===== config.mk =====
export PLATFORM = sky130hd
export DESIGN_NAME = dual_timer
export DESIGN_NICKNAME = d
export VERILOG_FILES = /design/src/dual_timer_pkg.sv /design/src/dual_timer.sv
export VERILOG_INCLUDE_DIRS = /design/src
export SDC_FILE = /design/constraint.sdc
export NUM_CORES = 1
export LEC_CHECK = 0
export ABC_AREA = 1
export BUFFER_PORTS_ARGS = -buffer_cell sky130_fd_sc_hd__buf_4
export CAP_MARGIN = 20
export CORE_MARGIN = 2
export CORE_UTILIZATION = 60
export CTS_BUF_LIST = sky130_fd_sc_hd__clkbuf_4 sky130_fd_sc_hd__clkbuf_8
export DETAILED_ROUTE_END_ITERATION = 10
export PLACE_DENSITY = 0.77
export SYNTH_ARGS = -nofsm -noshare
export SYNTH_HDL_FRONTEND = slang
export SYNTH_SLANG_ARGS = --single-unit

===== constraint.sdc =====
create_clock -name clk_sys -period 6.57 [get_ports clk_sys]
set_clock_uncertainty 0.05 [all_clocks]
set_input_delay 1.314 -clock clk_sys [delete_from_list [all_inputs] [get_ports clk_sys]]
set_output_delay 1.314 -clock clk_sys [all_outputs]
set_load 0.02 [all_outputs]

===== src/dual_timer_regs.svh =====
// register map, field positions, codes and reset values of the dual 8-bit timer
// How it works
// - event mode counts every valid input edge
// - clock code picks rising or falling edge
// - match clears counter, pulses channel interrupt
// - output pin toggles on each match when output and invert are enabled
// - codes 0110-1111 pick prescaled periods
// - level bits preset each channel's output
// - cascade bit joins counters into sixteen bits
// - low uses low code, high counts overflow
// - count enable bit gates cascaded counting
// - sixteen-bit match clears both, pulses channel two
// - interval is compare plus one ticks
// - low match still pulses and toggles channel one
// - sixteen-bit count read in one access
// - cascade codes 0000/0001 count channel one edges
// - level field: keep, low, high, prohibited
// - level bits always read back zero
`ifndef DUAL_TIMER_REGS_SVH
`define DUAL_TIMER_REGS_SVH

`define ADDR_LOW_COMPARE        3'h0
`define ADDR_HIGH_COMPARE       3'h1
`define ADDR_COUNT_CLOCK_SELECT 3'h2
`define ADDR_OUTPUT_CONTROL     3'h3
`define ADDR_TIMER_MODE_CONTROL 3'h4
`define ADDR_COUNT_WORD         3'h5

`define OC_OUTPUT_ENABLE 0
`define OC_INVERT_ENABLE 1
`define OC_LEVEL_RESET   2
`define OC_LEVEL_SET     3
`define OC_STRIDE        4

`define TMC_COUNT_ENABLE   0
`define TMC_CH2_ENABLE     1
`define TMC_CASCADE_SELECT 2

`define CODE_EDGE_FALL      4'h0
`define CODE_EDGE_RISE      4'h1
`define CODE_PRESCALE_FIRST 4'h6
`define CODE_PRESCALE_TOP   4'hf
`define PRESCALE_EXP_OFFSET 4'h4
`define PRESCALE_EXP_TOP    4'hc
`define DIV_WIDTH           12

`define RESET_BYTE 8'h00
`define COUNT_MAX  8'hff

`endif


===== src/dual_timer_pkg.sv =====
// types shared by the dual 8-bit timer
package dual_timer_pkg;

	typedef enum logic [1:0] {
		SRC_NONE,
		SRC_EDGE_RISE,
		SRC_EDGE_FALL,
		SRC_PRESCALE
	} count_source_t;

	typedef struct packed {
		logic        wr;
		logic        rd;
		logic [2:0]  addr;
		logic [15:0] wdata;
	} reg_req_t;

	typedef struct packed {
		logic out;
		logic oe;
	} wave_pin_t;

endpackage


===== src/dual_timer.sv =====
// two 8-bit timer/event counters, cascadable into one 16-bit counter
//
// The implementer's own choices: strobed register access and the placing of the registers.
`timescale 1ns/100ps
`include "dual_timer_regs.svh"

module dual_timer #(
	parameter int CHANNELS = 2
) (
	// clock and reset
	input  wire logic                  clk_sys,
	input  wire logic                  rst_n,
	// register port
	input  wire dual_timer_pkg::reg_req_t reg_req,
	output logic [15:0]                reg_rdata,
	// event inputs from pins
	input  wire logic                  ch1_event_input,
	input  wire logic                  ch2_event_input,
	// square-wave pins
	output dual_timer_pkg::wave_pin_t  ch1_wave_output,
	output dual_timer_pkg::wave_pin_t  ch2_wave_output,
	// match interrupt requests
	output logic                       ch1_match_irq,
	output logic                       ch2_match_irq
);

	// software registers
	logic [7:0]             low_compare;
	logic [7:0]             high_compare;
	logic [7:0]             count_clock_select;
	logic [7:0]             output_control;
	logic [7:0]             timer_mode_control;

	// counters
	logic [7:0]             low_counter;
	logic [7:0]             high_counter;

	// prescaler and per-channel timing
	logic [`DIV_WIDTH-1:0]  divider;
	logic [CHANNELS-1:0]    event_raw;
	logic [CHANNELS-1:0]    ev_meta;
	logic [CHANNELS-1:0]    ev_sync;
	logic [CHANNELS-1:0]    ev_prev;
	logic [CHANNELS-1:0]    tick_raw;
	logic [CHANNELS-1:0]    wave_ff;
	logic [CHANNELS-1:0]    match;
	logic [CHANNELS-1:0]    out_en;
	logic [CHANNELS-1:0]    inv_en;

	// derived control
	logic                   cascade;
	logic                   en_low;
	logic                   en_high;
	logic                   low_step;
	logic                   high_step;
	logic                   low_hit;
	logic                   high_hit;
	logic                   full_hit;
	logic                   oc_write;

	// write strobes, one per register, and the read mux result
	logic                   wr_low_compare;
	logic                   wr_high_compare;
	logic                   wr_clock_select;
	logic                   wr_output_control;
	logic                   wr_mode_control;
	logic [15:0]            next_rdata;

	assign event_raw = {ch2_event_input, ch1_event_input};
	assign cascade   = timer_mode_control[`TMC_CASCADE_SELECT];
	assign oc_write  = wr_output_control;

	// address decode kept in one place so a new register cannot alias an old one
	always_comb begin
		wr_low_compare    = 1'b0;
		wr_high_compare   = 1'b0;
		wr_clock_select   = 1'b0;
		wr_output_control = 1'b0;
		wr_mode_control   = 1'b0;
		if (reg_req.wr) begin
			if (reg_req.addr == `ADDR_LOW_COMPARE) begin
				wr_low_compare = 1'b1;
			end else if (reg_req.addr == `ADDR_HIGH_COMPARE) begin
				wr_high_compare = 1'b1;
			end else if (reg_req.addr == `ADDR_COUNT_CLOCK_SELECT) begin
				wr_clock_select = 1'b1;
			end else if (reg_req.addr == `ADDR_OUTPUT_CONTROL) begin
				wr_output_control = 1'b1;
			end else if (reg_req.addr == `ADDR_TIMER_MODE_CONTROL) begin
				wr_mode_control = 1'b1;
			end
		end
	end

	// code to count source; prohibited codes simply never tick
	function automatic dual_timer_pkg::count_source_t decode_source(input logic [3:0] code);
		dual_timer_pkg::count_source_t src;
		src = dual_timer_pkg::SRC_NONE;
		if (code == `CODE_EDGE_RISE) begin
			src = dual_timer_pkg::SRC_EDGE_RISE;
		end else if (code == `CODE_EDGE_FALL) begin
			src = dual_timer_pkg::SRC_EDGE_FALL;
		end else if (code >= `CODE_PRESCALE_FIRST) begin
			src = dual_timer_pkg::SRC_PRESCALE;
		end
		return src;
	endfunction

	// exponent of the prescaled period: 2..10, then 12 for the top code
	function automatic logic [3:0] prescale_exp(input logic [3:0] code);
		logic [3:0] e;
		e = code - `PRESCALE_EXP_OFFSET;
		if (code == `CODE_PRESCALE_TOP) begin
			e = `PRESCALE_EXP_TOP;
		end
		return e;
	endfunction

	// free-running divider; every prescaled rate is a one-cycle tick taken from it
	always_ff @(posedge clk_sys) begin
		if (!rst_n) begin
			divider <= '0;
		end else begin
			divider <= divider + 1'b1;
		end
	end

	// per-channel synchroniser, edge qualifier, tick source and output flip-flop
	genvar gi;
	generate
		for (gi = 0; gi < CHANNELS; gi++) begin : g_chan
			logic [3:0]                    code;
			logic [`DIV_WIDTH-1:0]         div_mask;
			dual_timer_pkg::count_source_t src;
			logic                          level_hit;
			logic                          level_low;

			assign code     = count_clock_select[gi*4 +: 4];
			assign src      = decode_source(code);
			assign div_mask = `DIV_WIDTH'((`DIV_WIDTH'(1) << prescale_exp(code)) - 1'b1);
			assign out_en[gi] = output_control[gi*`OC_STRIDE + `OC_OUTPUT_ENABLE];
			assign inv_en[gi] = output_control[gi*`OC_STRIDE + `OC_INVERT_ENABLE];

			// pins are async: two flops before anything looks at them
			always_ff @(posedge clk_sys) begin
				if (!rst_n) begin
					ev_meta[gi] <= 1'b0;
					ev_sync[gi] <= 1'b0;
					ev_prev[gi] <= 1'b0;
				end else begin
					ev_meta[gi] <= event_raw[gi];
					ev_sync[gi] <= ev_meta[gi];
					ev_prev[gi] <= ev_sync[gi];
				end
			end

			always_comb begin
				case (src)
					dual_timer_pkg::SRC_EDGE_RISE: tick_raw[gi] = ev_sync[gi] & ~ev_prev[gi];
					dual_timer_pkg::SRC_EDGE_FALL: tick_raw[gi] = ~ev_sync[gi] & ev_prev[gi];
					dual_timer_pkg::SRC_PRESCALE:  tick_raw[gi] = (divider & div_mask) == div_mask;
					default:                       tick_raw[gi] = 1'b0;
				endcase
			end

			// level field acts only on the write; bits above ch1 take the same layout
			assign level_hit = oc_write && (reg_req.wdata[gi*`OC_STRIDE + `OC_LEVEL_SET] ^
				reg_req.wdata[gi*`OC_STRIDE + `OC_LEVEL_RESET]);
			assign level_low = reg_req.wdata[gi*`OC_STRIDE + `OC_LEVEL_RESET];

			// flip-flop toggles only while its pin is driven and invert is on; a level write presets it either way
			always_ff @(posedge clk_sys) begin
				if (!rst_n) begin
					wave_ff[gi] <= 1'b0;
				end else if (level_hit) begin
					wave_ff[gi] <= ~level_low;
				end else if (match[gi] && out_en[gi] && inv_en[gi]) begin
					wave_ff[gi] <= ~wave_ff[gi];
				end
			end
		end
	endgenerate

	// enables: one gate for the pair in cascade, one per channel otherwise
	assign en_low  = timer_mode_control[`TMC_COUNT_ENABLE];
	assign en_high = cascade ? timer_mode_control[`TMC_COUNT_ENABLE] : timer_mode_control[`TMC_CH2_ENABLE];

	assign low_hit  = low_counter == low_compare;
	assign high_hit = high_counter == high_compare;
	assign full_hit = cascade && low_hit && high_hit;

	// low counter always runs from the low code, cascade or not
	assign low_step  = tick_raw[0] && en_low;
	assign high_step = cascade ? (low_step && (low_counter == `COUNT_MAX) && !full_hit)
		: (tick_raw[1] && en_high);

	assign match[0] = low_step && low_hit;
	assign match[1] = cascade ? (low_step && full_hit) : (high_step && high_hit);

	// stopped counters sit at zero so a restart always begins a full interval
	always_ff @(posedge clk_sys) begin
		if (!rst_n) begin
			low_counter <= `RESET_BYTE;
		end else if (!en_low) begin
			low_counter <= `RESET_BYTE;
		end else if (low_step) begin
			if (cascade) begin
				// the low byte only wraps here; the clear waits for the whole word
				low_counter <= full_hit ? `RESET_BYTE : low_counter + 1'b1;
			end else begin
				low_counter <= low_hit ? `RESET_BYTE : low_counter + 1'b1;
			end
		end
	end

	always_ff @(posedge clk_sys) begin
		if (!rst_n) begin
			high_counter <= `RESET_BYTE;
		end else if (!en_high) begin
			high_counter <= `RESET_BYTE;
		end else if (cascade) begin
			if (low_step && full_hit) begin
				high_counter <= `RESET_BYTE;
			end else if (high_step) begin
				high_counter <= high_counter + 1'b1;
			end
		end else if (high_step) begin
			high_counter <= high_hit ? `RESET_BYTE : high_counter + 1'b1;
		end
	end

	// interrupt requests: one-cycle pulses; masking lives in the interrupt controller
	always_ff @(posedge clk_sys) begin
		if (!rst_n) begin
			ch1_match_irq <= 1'b0;
		end else begin
			ch1_match_irq <= match[0];
		end
	end

	always_ff @(posedge clk_sys) begin
		if (!rst_n) begin
			ch2_match_irq <= 1'b0;
		end else begin
			ch2_match_irq <= match[1];
		end
	end

	// pins: registered level, enable released when output is off
	always_ff @(posedge clk_sys) begin
		if (!rst_n) begin
			ch1_wave_output <= '0;
		end else begin
			ch1_wave_output.out <= wave_ff[0];
			ch1_wave_output.oe  <= out_en[0];
		end
	end

	always_ff @(posedge clk_sys) begin
		if (!rst_n) begin
			ch2_wave_output <= '0;
		end else begin
			ch2_wave_output.out <= wave_ff[1];
			ch2_wave_output.oe  <= out_en[1];
		end
	end

	// compare registers; the 16-bit value is split by software
	always_ff @(posedge clk_sys) begin
		if (!rst_n) begin
			low_compare  <= `RESET_BYTE;
			high_compare <= `RESET_BYTE;
		end else begin
			if (wr_low_compare) begin
				low_compare <= reg_req.wdata[7:0];
			end
			if (wr_high_compare) begin
				high_compare <= reg_req.wdata[7:0];
			end
		end
	end

	always_ff @(posedge clk_sys) begin
		if (!rst_n) begin
			count_clock_select <= `RESET_BYTE;
		end else if (wr_clock_select) begin
			count_clock_select <= reg_req.wdata[7:0];
		end
	end

	always_ff @(posedge clk_sys) begin
		if (!rst_n) begin
			timer_mode_control <= `RESET_BYTE;
		end else if (wr_mode_control) begin
			timer_mode_control <= reg_req.wdata[7:0];
		end
	end

	// level bits are never stored, so they read back zero
	always_ff @(posedge clk_sys) begin
		if (!rst_n) begin
			output_control <= `RESET_BYTE;
		end else if (oc_write) begin
			output_control <= reg_req.wdata[7:0] & ~level_field_mask();
		end
	end

	function automatic logic [7:0] level_field_mask();
		logic [7:0] m;
		m = '0;
		for (int c = 0; c < CHANNELS; c++) begin
			m[c*`OC_STRIDE + `OC_LEVEL_SET]   = 1'b1;
			m[c*`OC_STRIDE + `OC_LEVEL_RESET] = 1'b1;
		end
		return m;
	endfunction

	// read mux; the word read takes both bytes at one edge, so no torn count
	always_comb begin
		next_rdata = 16'h0000;
		if (reg_req.rd) begin
			if (reg_req.addr == `ADDR_LOW_COMPARE) begin
				next_rdata = {8'h00, low_compare};
			end else if (reg_req.addr == `ADDR_HIGH_COMPARE) begin
				next_rdata = {8'h00, high_compare};
			end else if (reg_req.addr == `ADDR_COUNT_CLOCK_SELECT) begin
				next_rdata = {8'h00, count_clock_select};
			end else if (reg_req.addr == `ADDR_OUTPUT_CONTROL) begin
				next_rdata = {8'h00, output_control};
			end else if (reg_req.addr == `ADDR_TIMER_MODE_CONTROL) begin
				next_rdata = {8'h00, timer_mode_control};
			end else if (reg_req.addr == `ADDR_COUNT_WORD) begin
				next_rdata = {high_counter, low_counter};
			end
		end
	end

	// read data stand one cycle after the strobe, then drop back to zero
	always_ff @(posedge clk_sys) begin
		if (!rst_n) begin
			reg_rdata <= '0;
		end else begin
			reg_rdata <= next_rdata;
		end
	end

endmodule


* Word level (Yosys, flattened, before mapping)
Index checks and enable logic that the tools add are counted.
Operators by class: shift-type cells 2, add/sub/neg operators 7, reductions and logical operators 28, divide/modulo/power cells 0, mux-type cells 51, equal/unequal tests 20, bitwise gates (word level) 19, multipliers 0, magnitude comparators 2
Operators with widths (count):
- 2-to-1 mux 8 bit | 14
- 2-to-1 mux 1 bit | 27
- bitwise AND 12 bit | 2
- == test 12 bit | 2
- left shift 1 x 4 -> 12 bit, first input constant | 2
- subtractor 12 x 1 -> 12 bit, second input constant | 2
- adder 8 x 1 -> 8 bit, second input constant | 2
- == test 8 bit | 2
- logical AND 1 bit | 15
- adder 12 x 1 -> 12 bit, second input constant | 1
- 2-to-1 mux 2 bit | 6
- inverter 1 bit | 11
- == test 2 bit, second input constant | 4
- == test 4 x 1 -> 1 bit, second input constant | 2
- == test 4 bit, second input constant | 2
- == test 8 bit, second input constant | 1
- >= comparator 4 x 3 -> 1 bit, second input constant | 2
- logical NOT 4 bit | 2
- 2-to-1 mux 4 bit | 2
- AND reduction 2 bit | 4
- nonzero test 2 bit | 4
- OR reduction 8 bit | 1
- subtractor 4 x 3 -> 4 bit, second input constant | 2
- == test 3 x 2 -> 1 bit, second input constant | 2
- other kinds (8) | 15
Word-level totals: input port bits 25, bits in latches 0, register bits after elaboration 94, bits in writable memories 0, memories kept 0, ROM bits 0, output and inout bits 22

* Longest topological paths before layout
Gate-level depths: netlist of the first run.
depth in word-level cells 17, mapped depth 24

* Worst setup path before layout of the first run
Ideal clock, no wire load.
path type register to register, start register count_clock_select[2], end register high_counter[6], setup slack 3.665 ns, period minus slack after synthesis 2.905 ns, arrival 2.738 ns, cell stages (with the launch flop) 23, required time 6.403 ns, buffers on the path 2, setup time 0.117 ns, cell sequence dfxtp_1 > inv_1 > ha_1 > buf_6 > nand2_1 > inv_1 > nand2_1 > ha_1 > or2_2 > nand4_1 > nor2_1 > nand3_1 > nor2_1 > nand3_1 > nor2_1 > nand2_2 > a21oi_4 > nand2_2 > nand2_2 > buf_6 > nand3_1 > nand2_1 > nor2_1
On the way: longest elaborated chain between the ends 13
RTL lines:
- start, declared | RTL line dual_timer.sv:30 | logic [7:0] count_clock_select;
- start signal, assigned | RTL line dual_timer.sv:285 | count_clock_select <= `RESET_BYTE;
- start signal, assigned | RTL line dual_timer.sv:287 | count_clock_select <= reg_req.wdata[7:0];
- subtractor 4 x 3 -> 4 bit (no line) or == test 4 bit (tied branches)
- 2-to-1 mux 4 bit | RTL line dual_timer.sv:113 | if (code == `CODE_PRESCALE_TOP) begin
- left shift 1 x 4 -> 12 bit (no line)
- subtractor 12 x 1 -> 12 bit | RTL line dual_timer.sv:140 | assign div_mask = `DIV_WIDTH'((`DIV_WIDTH'(1) << prescale_exp(code)) - 1'b1);
- bitwise AND 12 bit | RTL line dual_timer.sv:161 | dual_timer_pkg::SRC_PRESCALE: tick_raw[gi] = (divider & div_mask) == div_mask;
- == test 12 bit | RTL line dual_timer.sv:161
- one-hot mux 1 bit (3 select lines) (*) | RTL line dual_timer.sv:158 | case (src)
- logical AND 1 bit (*) | RTL line dual_timer.sv:193 | assign low_step = tick_raw[0] && en_low;
- logical AND 1 bit (2 in a row) | RTL line dual_timer.sv:194 | assign high_step = cascade ? (low_step && (low_counter == `COUNT_MAX) && !full_hit)
- 2-to-1 mux 1 bit | RTL line dual_timer.sv:194
- nonzero test 2 bit (no line)
- AND reduction 2 bit (no line)
- end signal, assigned | RTL line dual_timer.sv:218 | high_counter <= `RESET_BYTE;
- end signal, assigned | RTL line dual_timer.sv:220 | high_counter <= `RESET_BYTE;
- end signal, assigned | RTL line dual_timer.sv:223 | high_counter <= `RESET_BYTE;
- end, declared | RTL line dual_timer.sv:36 | logic [7:0] high_counter;
Mark *: on every way between the ends. The rest lies on a longest branch, timed or not. A chain may end at the register's enable or synchronous reset.

* Worst setup path in the final report of the first run
start register count_clock_select[2], end register high_counter[4]
Same word-level chain as after synthesis.

==> qor.txt, run 1 <==
outcome -> complete, no violations
layout cells sized above 1 -> 0.101
Antenna diodes -> 0
Hold Vio Cnt, Final -> 0
Root Buffer -> clkbuf_8
global-route wire length before repair -> 20,300 microns
CORE AREA -> 7810 sq um
class of the worst hold path -> reg2reg
TritonCTS clock tree -> done
cell type with the largest total area after synthesis -> dfxtp_1
clock sink total -> 94
Hold Crit Start -> ev_meta[0]$_SDFF_PN0_
Clk pin slew, worst setup/hold paths -> 0.09 ns
Max transition margin -> 0.649
DRT iter0 DRCs -> 263
DR pass1 iterations -> 7
Yosys top cell area share -> 0.386
worst r2r src -> count_clock_select[2]$_SDFFE_PN0P_
DR vias -> 4,718
setup violators final -> 0
min Tclk post-route -> 3.58 ns
hold_buf cts -> 0
WL final -> 12,400 microns
nets@finish -> 802
final hold slack -> 0.366 ns
synthesized area per cell -> 6.69 sq um
CP Launch Point -> count_clock_select[2]$_SDFFE_PN0P_
crit path max fanout -> 12
Synth Warn # -> 0
Final period util -> 0.546
residual DRC count -> 0
peak supply drop -> 0.122 mV
final setup TNS -> 0 ns
fin cells -> 871
Net Count, Synth -> 766
Setup Buffers After CTS -> 0
Final Core Density -> 0.695
initial antenna violation count -> 0
initial core utilization -> 0.624
GP Congestion -> 0.963
Power Density -> 201 nW/um^2
Setup crit end kind -> flip-flop
Post-DP HPWL -> 9460 microns
CP required -> 6.78 ns
Placement Cell Area -> 5220 sq um
actual slew at the worst max-slew pin -> 0.525 ns
dpl cells -> 855
total gr overflow -> 0
Yosys reg bits -> 94
Mapped Area -> 4870 sq um
row count -> 32
Mapped Cells -> 728
Final Cell Area -> 5430 sq um
Die ar. -> 8860 sq um
CTS Buf Count -> 9
Max Clk Rate -> 0.279 GHz
flop2flop setup slack -> 2.99 ns
Synth area leaders -> dfxtp_1 (39%), nand2_1 (12%), inv_1 (8.7%), nor2_1 (6.6%), a21oi_1 (6.6%)
unrepaired setup endpoints after global routing -> false
Post-CTS Resized -> 0
vias per cell -> 5.42
Unique masters post-synth -> 33
clk_lat worst skew -> 0.36 ns
max-cap violations -> 0
PortBufs -> 38
H-Tree Depth -> 3
critical path class -> reg2reg
Lkg Pwr -> 2.34 nW
CTS max path bufs -> 2
register area share after synthesis -> 0.386
pin count of the biggest net entering global routing -> 59
Syn-to-layout area delta -> 11.3%
type of origin of the critical path -> flip-flop
vias in the first global route -> 4,432
GR Util All Layers -> 0.294
remaining antenna violation count -> 0
Avg WL per Cell -> 14.2 microns
Max Slew Vio Count -> 0
CP Data Arrival Time -> 3.79 ns
IO Pins -> 47
commonest non-fill, non-tap cell in the layout -> nand2_1
chip width -> 94.1 microns
Die H -> 94.1 microns
most frequent cells in the layout -> nand2_1 (154), inv_1 (113), dfxtp_1 (94)
[through the flow]
step	worst slack (ns)	power [mW]
6_report	2.99	1.09
5_1_grt	2.65	1.13
3_3_place_gp	3.10	0.701
4_1_cts	3.01	1.09
3_5_place_dp	3.02	0.704
2_1_floorplan	3.66	0.670
[worst max-delay path: stages, from the launching register on]
cell and delay, ns:
dfxtp_1 0.59, inv_1 0.19, ha_1 0.50, nand2_1 0.11, inv_1 0.13, nand2_1 0.07, ha_1 0.27, or2_2 0.09
nand4_1 0.06, nor2_1 0.12, nand3_1 0.08, nor2_1 0.10, nand3_1 0.09, nor2_1 0.12, nand2_2 0.10, a21oi_4 0.25
nand2_2 0.08, nand2_2 0.19, nand2_1 0.11, nor2_1 0.12, nor2_1 0.06
[synthesized netlist by cell type (all sizes together)]
| cell type | number |
|---|---|
| clkinv | 1 |
| o21a | 1 |
| nand3b | 1 |
| nor4 | 3 |
| nor3 | 20 |
| o21bai | 2 |
| nor3b | 3 |
| inv | 117 |
| nor2 | 88 |
| nand3 | 47 |
| xor2 | 5 |
| or2 | 4 |
| dfxtp | 94 |
| o22ai | 8 |
| clkbuf | 10 |
| ha | 13 |
| a41oi | 5 |
| o21ai | 52 |
| xnor2 | 3 |
| buf | 5 |
| nand4 | 16 |
| a211oi | 1 |
| a31oi | 4 |
| and3 | 1 |
| a21oi | 65 |
| nand2 | 159 |
[cell type report]
type | instances | area (sq um)
Multi-Input combinational cell | 501 | 2470
Fill cell | 713 | 2380
Sequential cell | 94 | 1880
Inverter | 118 | 443
Timing Repair Buffer | 40 | 300
Clock buffer | 10 | 138
Tap cell | 102 | 128
Clock inverter | 6 | 67.6
[registers in the layout, summed over array words and instances (netlist names)]
signal	cells
wave_ff	2
count_clock_select	8
ch1_match_irq	1
ch1_wave_output	2
divider	12
ch2_match_irq	1
ev_meta	2
output_control	4
low_counter	8
high_counter	8
ch2_wave_output	2
high_compare	8
reg_rdata	16
ev_sync	2
timer_mode_control	8
ev_prev	2
low_compare	8
[where the power goes]
group	total, mW	switching (mW)	internal, mW
Sequential	0.593	0.0120	0.581
Clock	0.400	0.211	0.188
Combinational	0.0998	0.0659	0.0339
Total	1.09	0.289	0.803
[path summary, 6_finish.rpt]
check	cells past startpoint	endpoint
max	20	high_counter[4]$_SDFFE_PN0P_
min	2	ev_sync[0]$_SDFF_PN0_
min reg2reg	2	ev_sync[0]$_SDFF_PN0_
max reg2reg	20	high_counter[4]$_SDFFE_PN0P_
[kinds of logic after synthesis]
| kind of cell | count (synthesis) | synth area share |
|---|---|---|
| DFF | 94 | 0.386 |
| buffers and inverters | 133 | 0.108 |
| AOI/OAI and AO/OA | 138 | 0.154 |
| and+or+nand+nor | 342 | 0.305 |
| adders and majority gates | 13 | 0.0334 |
| xor gates and xnor gates | 8 | 0.0144 |
[layer usage]
| layer | global-route usage | vias up | part of all wire |
|---|---|---|---|
| li1 | - | 2429 | - |
| met1 | 0.364 | 2120 | 0.43 |
| met2 | 0.507 | 140 | 0.49 |
| met3 | 0.0546 | 29 | 0.055 |
| met4 | 0.111 | 0 | 0.026 |
| met5 | 0 | - | 0 |
Note: power is estimated with default switching activity, not from simulation.
==> run 2, diff against run 1 <==
ABC_AREA = 0   (was 1)
clock period = 3.6 ns   (was 6.57 ns; I/O delays follow)
==> qor.txt, run 2 <==
residual DRC count -> 0 (unchanged)
setup violators final -> 0 (unchanged)
most frequent cell after synthesis -> dfxtp_1
CP Data Arrival Time -> 3.62 ns (-0.17 ns)
Largest regs -> reg_rdata x16, divider x12
chip width -> 94.3 microns (+0.14%)
most frequent cells in the layout -> dfxtp_1 (94), nand2_1 (80), buf_4 (54)
WL final -> 11,900 microns (-3.6%)
DR vias -> 4,248 (-10%)
DRT iter0 DRCs -> 224 (-15%)
final setup TNS -> 0 ns (unchanged)
cell type with the largest total area after synthesis -> dfxtp_1
total gr overflow -> 0 (unchanged)
Avg WL per Cell -> 16.7 microns (+18%)
worst r2r src -> count_clock_select[2]$_SDFFE_PN0P_
Gate power share -> 0.079 (-0.012)
worst r2r dst -> high_counter[3]$_SDFFE_PN0P_
switching share of total power -> 0.255 (-0.00950)
TritonCTS clock tree -> done
sw power -> 0.505 mW (+75%)
Seq pwr share -> 0.542 (about the same)
Antenna diodes -> 0 (unchanged)
Yosys reg bits -> 94 (unchanged)
outcome -> complete, no violations
Max Clk Rate -> 0.297 GHz (+6.4%)
Main synth FF type -> dfxtp_1
pin count of the biggest net entering global routing -> 45 (-24%)
worst-case reg-to-reg path depth -> 14 (-30%)
Reg with most FFs -> reg_rdata
critical path class -> reg2reg
Mapped Cells -> 572 (-21%)
layout cells sized above 1 -> 0.147 (+0.0456)
Yosys top cell area share -> 0.385 (-0.00119)
Root Buffer -> clkbuf_8
dpl cells -> 693 (-19%)
clk_lat worst skew -> 0.37 ns (about the same)
min Tclk post-route -> 3.37 ns (-0.214 ns)
Synth Warn # -> 0 (unchanged)
Max Slew Vio Count -> 0 (unchanged)
remaining antenna violation count -> 0 (unchanged)
DR pass1 iterations -> 5 (-2)
CTS Buf Count -> 9 (unchanged)
Die H -> 94.3 microns (+0.14%)
max reg flops -> 16 (unchanged)
hold path endpoint -> ev_sync[0]$_SDFF_PN0_
Final period util -> 0.936 (+0.390)
worst hold path cell count -> 1 (-1)
register area share after synthesis -> 0.385 (-0.00119)
Clock Power Share -> 0.379 (+0.013)
Post-DP HPWL -> 8450 microns (-11%)
vias in the first global route -> 3,959 (-11%)
commonest non-fill, non-tap cell in the layout -> dfxtp_1
Clk pin slew, worst setup/hold paths -> 0.10 ns (about the same)
initial core utilization -> 0.626 (+0.00192)
fin cells -> 714 (-18%)
Hold Crit Start -> ev_meta[0]$_SDFF_PN0_
crit path max fanout -> 12 (unchanged)
Mapped Area -> 4890 sq um (+0.31%)
Lkg Pwr -> 2.15 nW (-8.1%)
Die ar. -> 8880 sq um (+0.29%)
clock sink total -> 94 (unchanged)
nets@finish -> 645 (-20%)
Syn-to-layout area delta -> 13.3%
flop2flop setup slack -> 0.23 ns (-2.76 ns)
Unique masters post-synth -> 53 (+61%)
max-cap violations -> 0 (unchanged)
Setup crit end kind -> flip-flop
Cell Int Power -> 1.47 mW (+83%)
unrepaired setup endpoints after global routing -> true
Final Cell Area -> 5540 sq um (+2.1%)
global-route wire length before repair -> 19,400 microns (-4.6%)
peak supply drop -> 0.190 mV (+56%)
Power Density -> 357 nW/um^2 (+77%)
Placement Cell Area -> 5270 sq um (+0.91%)
H-Tree Depth -> 3 (unchanged)
Net Count, Synth -> 610 (-20%)
CP Launch Point -> count_clock_select[2]$_SDFFE_PN0P_
CORE AREA -> 7810 sq um (unchanged)
type of origin of the critical path -> flip-flop
actual slew at the worst max-slew pin -> 0.809 ns (+0.284 ns)
Hold Vio Cnt, Final -> 0 (unchanged)
IO Pins -> 47 (unchanged)
initial antenna violation count -> 0 (unchanged)
CTS max path bufs -> 2 (unchanged)
asr flop ratio synth -> 0 (unchanged)
class of the worst hold path -> reg2reg
GP Congestion -> 0.896 (-6.9%)
GR Util All Layers -> 0.286 (-0.00849)
vias per cell -> 5.95 (+9.8%)
Max transition margin -> 0.457 (-0.192)
top post-synthesis cells by count -> dfxtp_1 (94), nand2_1 (80), nor2_1 (33)
CP required -> 3.85 ns (-2.93 ns)
Synth area leaders -> dfxtp_1 (38%), nand2_1 (6.1%), a21boi_0 (4.8%), xor2_1 (4.5%), and2_1 (4.0%)
final hold slack -> 0.397 ns (+0.0312 ns)
row count -> 32 (unchanged)
synthesized area per cell -> 8.55 sq um (+28%)
PortBufs -> 38 (unchanged)
Post-synth EDFFs -> 0 (unchanged)
-- run 2: final cells by class --
cell class              instances  area (sq um)
multi-input cells             436          2860
fillers                       622          2270
flip-flops and latches         94          1880
repair buffers                 55           417
clock buffers                  11           145
well taps                     102           128
clock inverters                 5          66.3
inverters                      11          41.3
-- run 2: cells by family (layout without fill, tap and decap cells) --
kind of cell / after synthesis / after routing / share of synthesized area
adders and majority gates: 13 / 13 / 0.0333
xor gates and xnor gates: 36 / 36 / 0.0645
muxes: 23 / 23 / 0.0522
AOI/OAI and AO/OA: 116 / 116 / 0.172
and+or+nand+nor: 248 / 248 / 0.260
buffers and inverters: 42 / 82 / 0.0338
DFF: 94 / 94 / 0.385
-- run 2: through the flow --
step / worst slack, ns / utilization / total power [mW]
after floorplan: 0.173 / - / 1.19
after global placement: 0.207 / 0.675 / 1.24
after detailed placement: 0.155 / 0.675 / 1.25
after CTS: 0.117 / 0.702 / 1.99
after global routing: -0.0274 / 0.709 / 2.05
final: 0.230 / 0.709 / 1.98
-- run 2: layer usage --
metal,global-route usage,share of wire,vias up
met1,0.371,0.44,2001
met5,0,0,-
met4,0.124,0.030,0
li1,-,-,2077
met3,0.0554,0.054,33
met2,0.461,0.48,137
-- run 2: critical path, stage by stage (launching register included) --
cell and delay, ns:
dfxtp_1 0.39, inv_1 0.11, ha_2 0.40, nand3_1 0.10, ha_1 0.30, or3_1 0.33
a211o_1 0.27, a21oi_1 0.24, o32ai_4 0.15, buf_6 0.18, buf_4 0.14, a31oi_1 0.26
o21bai_2 0.10, buf_4 0.16, a21oi_1 0.11
-- run 2: how the worst max path moves through the flow --
stage               slack (ns)                           end  cells after the start
floorplan                 0.17  high_counter[6]$_SDFFE_PN0P_                     15
global placement          0.21  high_counter[2]$_SDFFE_PN0P_                     12
detailed placement        0.16       wave_ff[0]$_SDFFE_PN0P_                     13
CTS                       0.12  high_counter[2]$_SDFFE_PN0P_                     12
global route             -0.03  high_counter[4]$_SDFFE_PN0P_                     13
finish                    0.23  high_counter[3]$_SDFFE_PN0P_                     14
-- run 2: power groups by stage --
stage / combinational, mW / clock, mW / sequential, mW
4_1_cts: 0.152 / 0.763 / 1.07
3_3_place_gp: 0.148 / 0 / 1.10
3_5_place_dp: 0.151 / 0 / 1.10
6_report: 0.156 / 0.749 / 1.07
5_1_grt: 0.170 / 0.801 / 1.08
2_1_floorplan: 0.100 / 0 / 1.09
-- run 2: timing repair --
action,CTS,global route
gates resized for setup,0,5
setup endpoints to repair,0,10
hold buffers,0,0
buffers inserted,0,5
==> run 3, diff against run 2 <==
CTS_BUF_LIST = sky130_fd_sc_hd__clkbuf_8   (was sky130_fd_sc_hd__clkbuf_4 sky130_fd_sc_hd__clkbuf_8)
==> qor.txt, run 3 (synthesized netlist as in run 2, its figures left out) <==
Die H -> 94.3 microns (unchanged)
initial antenna violation count -> 0 (unchanged)
worst r2r src -> count_clock_select[2]$_SDFFE_PN0P_
commonest non-fill, non-tap cell in the layout -> dfxtp_1
WL final -> 11,900 microns (-0.58%)
CP Launch Point -> count_clock_select[2]$_SDFFE_PN0P_
min Tclk post-route -> 3.35 ns (-0.0163 ns)
pin count of the biggest net entering global routing -> 45 (unchanged)
Crit-path slowest cell -> ha_2
CTS max path bufs -> 2 (unchanged)
Die ar. -> 8880 sq um (unchanged)
Largest regs -> reg_rdata x16, divider x12
DRT iter0 DRCs -> 259 (+16%)
flop2flop setup slack -> 0.25 ns (+0.02 ns)
nets@finish -> 645 (unchanged)
H-Tree Depth -> 3 (unchanged)
CORE AREA -> 7810 sq um (unchanged)
Largest stage delay, worst path -> 0.40 ns (about the same)
worst r2r dst -> high_counter[3]$_SDFFE_PN0P_
fin cells -> 714 (unchanged)
hold_buf cts -> 0 (unchanged)
Cell Chain, Critical Path -> inv_1 > ha_2 > nand3_1 > ha_1 > or3_1 > a211o_1 > a21oi_1 > o32ai_4 > buf_6 > buf_4 > a31oi_1 > o21bai_2 > buf_4 > a21oi_1
Max transition margin -> 0.451 (-0.00523)
type of origin of the critical path -> flip-flop
total gr overflow -> 0 (unchanged)
dpl cells -> 693 (unchanged)
Post-DP HPWL -> 8450 microns (unchanged)
GR Util All Layers -> 0.285 (-0.000678)
DR vias -> 4,215 (-0.78%)
layout cells sized above 1 -> 0.145 (-0.00163)
Reg with most FFs -> reg_rdata
peak supply drop -> 0.189 mV (-0.40%)
Hold Vio Cnt, Final -> 0 (unchanged)
Clk pin slew, worst setup/hold paths -> 0.10 ns (about the same)
Avg WL per Cell -> 16.6 microns (-0.58%)
Max Clk Rate -> 0.298 GHz (+0.48%)
residual DRC count -> 0 (unchanged)
row count -> 32 (unchanged)
Max Slew Vio Count -> 0 (unchanged)
chip width -> 94.3 microns (unchanged)
Final period util -> 0.931 (-0.00452)
outcome -> complete, no violations
Lkg Pwr -> 2.15 nW (about the same)
Root Buffer -> clkbuf_8
GP Congestion -> 0.896 (unchanged)
clock sink total -> 94 (unchanged)
TritonCTS clock tree -> done
unrepaired setup endpoints after global routing -> true
clk_lat worst skew -> 0.37 ns (about the same)
DR pass1 iterations -> 5 (unchanged)
vias in the first global route -> 3,947 (-0.30%)
worst-case reg-to-reg path depth -> 14 (unchanged)
crit path max fanout -> 12 (unchanged)
critical path class -> reg2reg
Antenna diodes -> 0 (unchanged)
max-cap violations -> 0 (unchanged)
CP Data Arrival Time -> 3.59 ns (-0.03 ns)
CP required -> 3.84 ns (about the same)
Power Density -> 355 nW/um^2 (-0.70%)
initial core utilization -> 0.626 (unchanged)
CP endpoint -> high_counter[3]$_SDFFE_PN0P_
total power -> 1.96 mW (-0.77%)
Syn-to-layout area delta -> 13.2% (about the same)
global-route wire length before repair -> 19,400 microns (-0.21%)
PortBufs -> 38 (unchanged)
class of the worst hold path -> reg2reg
IO Pins -> 47 (unchanged)
most frequent cells in the layout -> dfxtp_1 (94), nand2_1 (80), buf_4 (54)
actual slew at the worst max-slew pin -> 0.817 ns (+0.00778 ns)
Setup crit end kind -> flip-flop
remaining antenna violation count -> 0 (unchanged)
CTS Buf Count -> 9 (unchanged)
max reg flops -> 16 (unchanged)
setup violators final -> 0 (unchanged)
vias per cell -> 5.90 (-0.78%)
## run 3: area by class of cell
type	count	area, sq um
multi-input combinational	436	2860
fill	622	2270
sequential	94	1880
timing repair buffer	55	417
clock buffer	10	138
tap	102	128
clock inverter	6	70.1
inverter	11	41.3
## run 3: worst min path at each step
stage | from | end | depth (start not counted)
finish | ev_meta[0]$_SDFF_PN0_ | ev_sync[0]$_SDFF_PN0_ | 1
global route | ev_meta[0]$_SDFF_PN0_ | ev_sync[0]$_SDFF_PN0_ | 1
CTS | ev_meta[0]$_SDFF_PN0_ | ev_sync[0]$_SDFF_PN0_ | 1
detailed placement | ev_meta[0]$_SDFF_PN0_ | ev_sync[0]$_SDFF_PN0_ | 1
global placement | ev_meta[0]$_SDFF_PN0_ | ev_sync[0]$_SDFF_PN0_ | 1
floorplan | ev_meta[0]$_SDFF_PN0_ | ev_sync[0]$_SDFF_PN0_ | 1
## run 3: critical path, delay by kind of cell, from the launching register on
kind | cells | cell delay (ns)
flops | 1 | 0.39
buf+inv | 4 | 0.59
simple gates | 2 | 0.43
fa+ha+maj | 2 | 0.70
compound gates | 6 | 1.13
## run 3: per-stage QoR
step                      hold WS [ns]  cell area [sq um]   util  setup WS, ns  TNS, ns
final                            0.399               5540  0.709         0.247        0
after global placement           0.367               5270  0.675         0.207        0
after CTS                        0.399               5480  0.701         0.117        0
after global routing             0.421               5540  0.709       -0.0274  -0.0293
after floorplan                  0.362               4890      -         0.173        0
after detailed placement         0.368               5270  0.675         0.155        0
## run 3: report_power, final
group / internal (mW) / switching [mW] / total [mW] / leakage [nW]
Clock: 0.346 / 0.388 / 0.735 / 0.106
Combinational: 0.0619 / 0.0938 / 0.156 / 1.28
Sequential: 1.05 / 0.0174 / 1.07 / 0.760
Total: 1.46 / 0.500 / 1.96 / 2.15
## run 3: per-layer routing
metal	share of wire	wire (microns)	GRT usage
met5	0	0	0
met4	0.030	353	0.124
met3	0.056	663	0.0554
met2	0.48	5720	0.459
met1	0.43	5140	0.371
## run 3: what timing repair did
action	CTS	global route
setup buffers	0	5
setup endpoints to repair	0	10
gates resized for setup	0	5
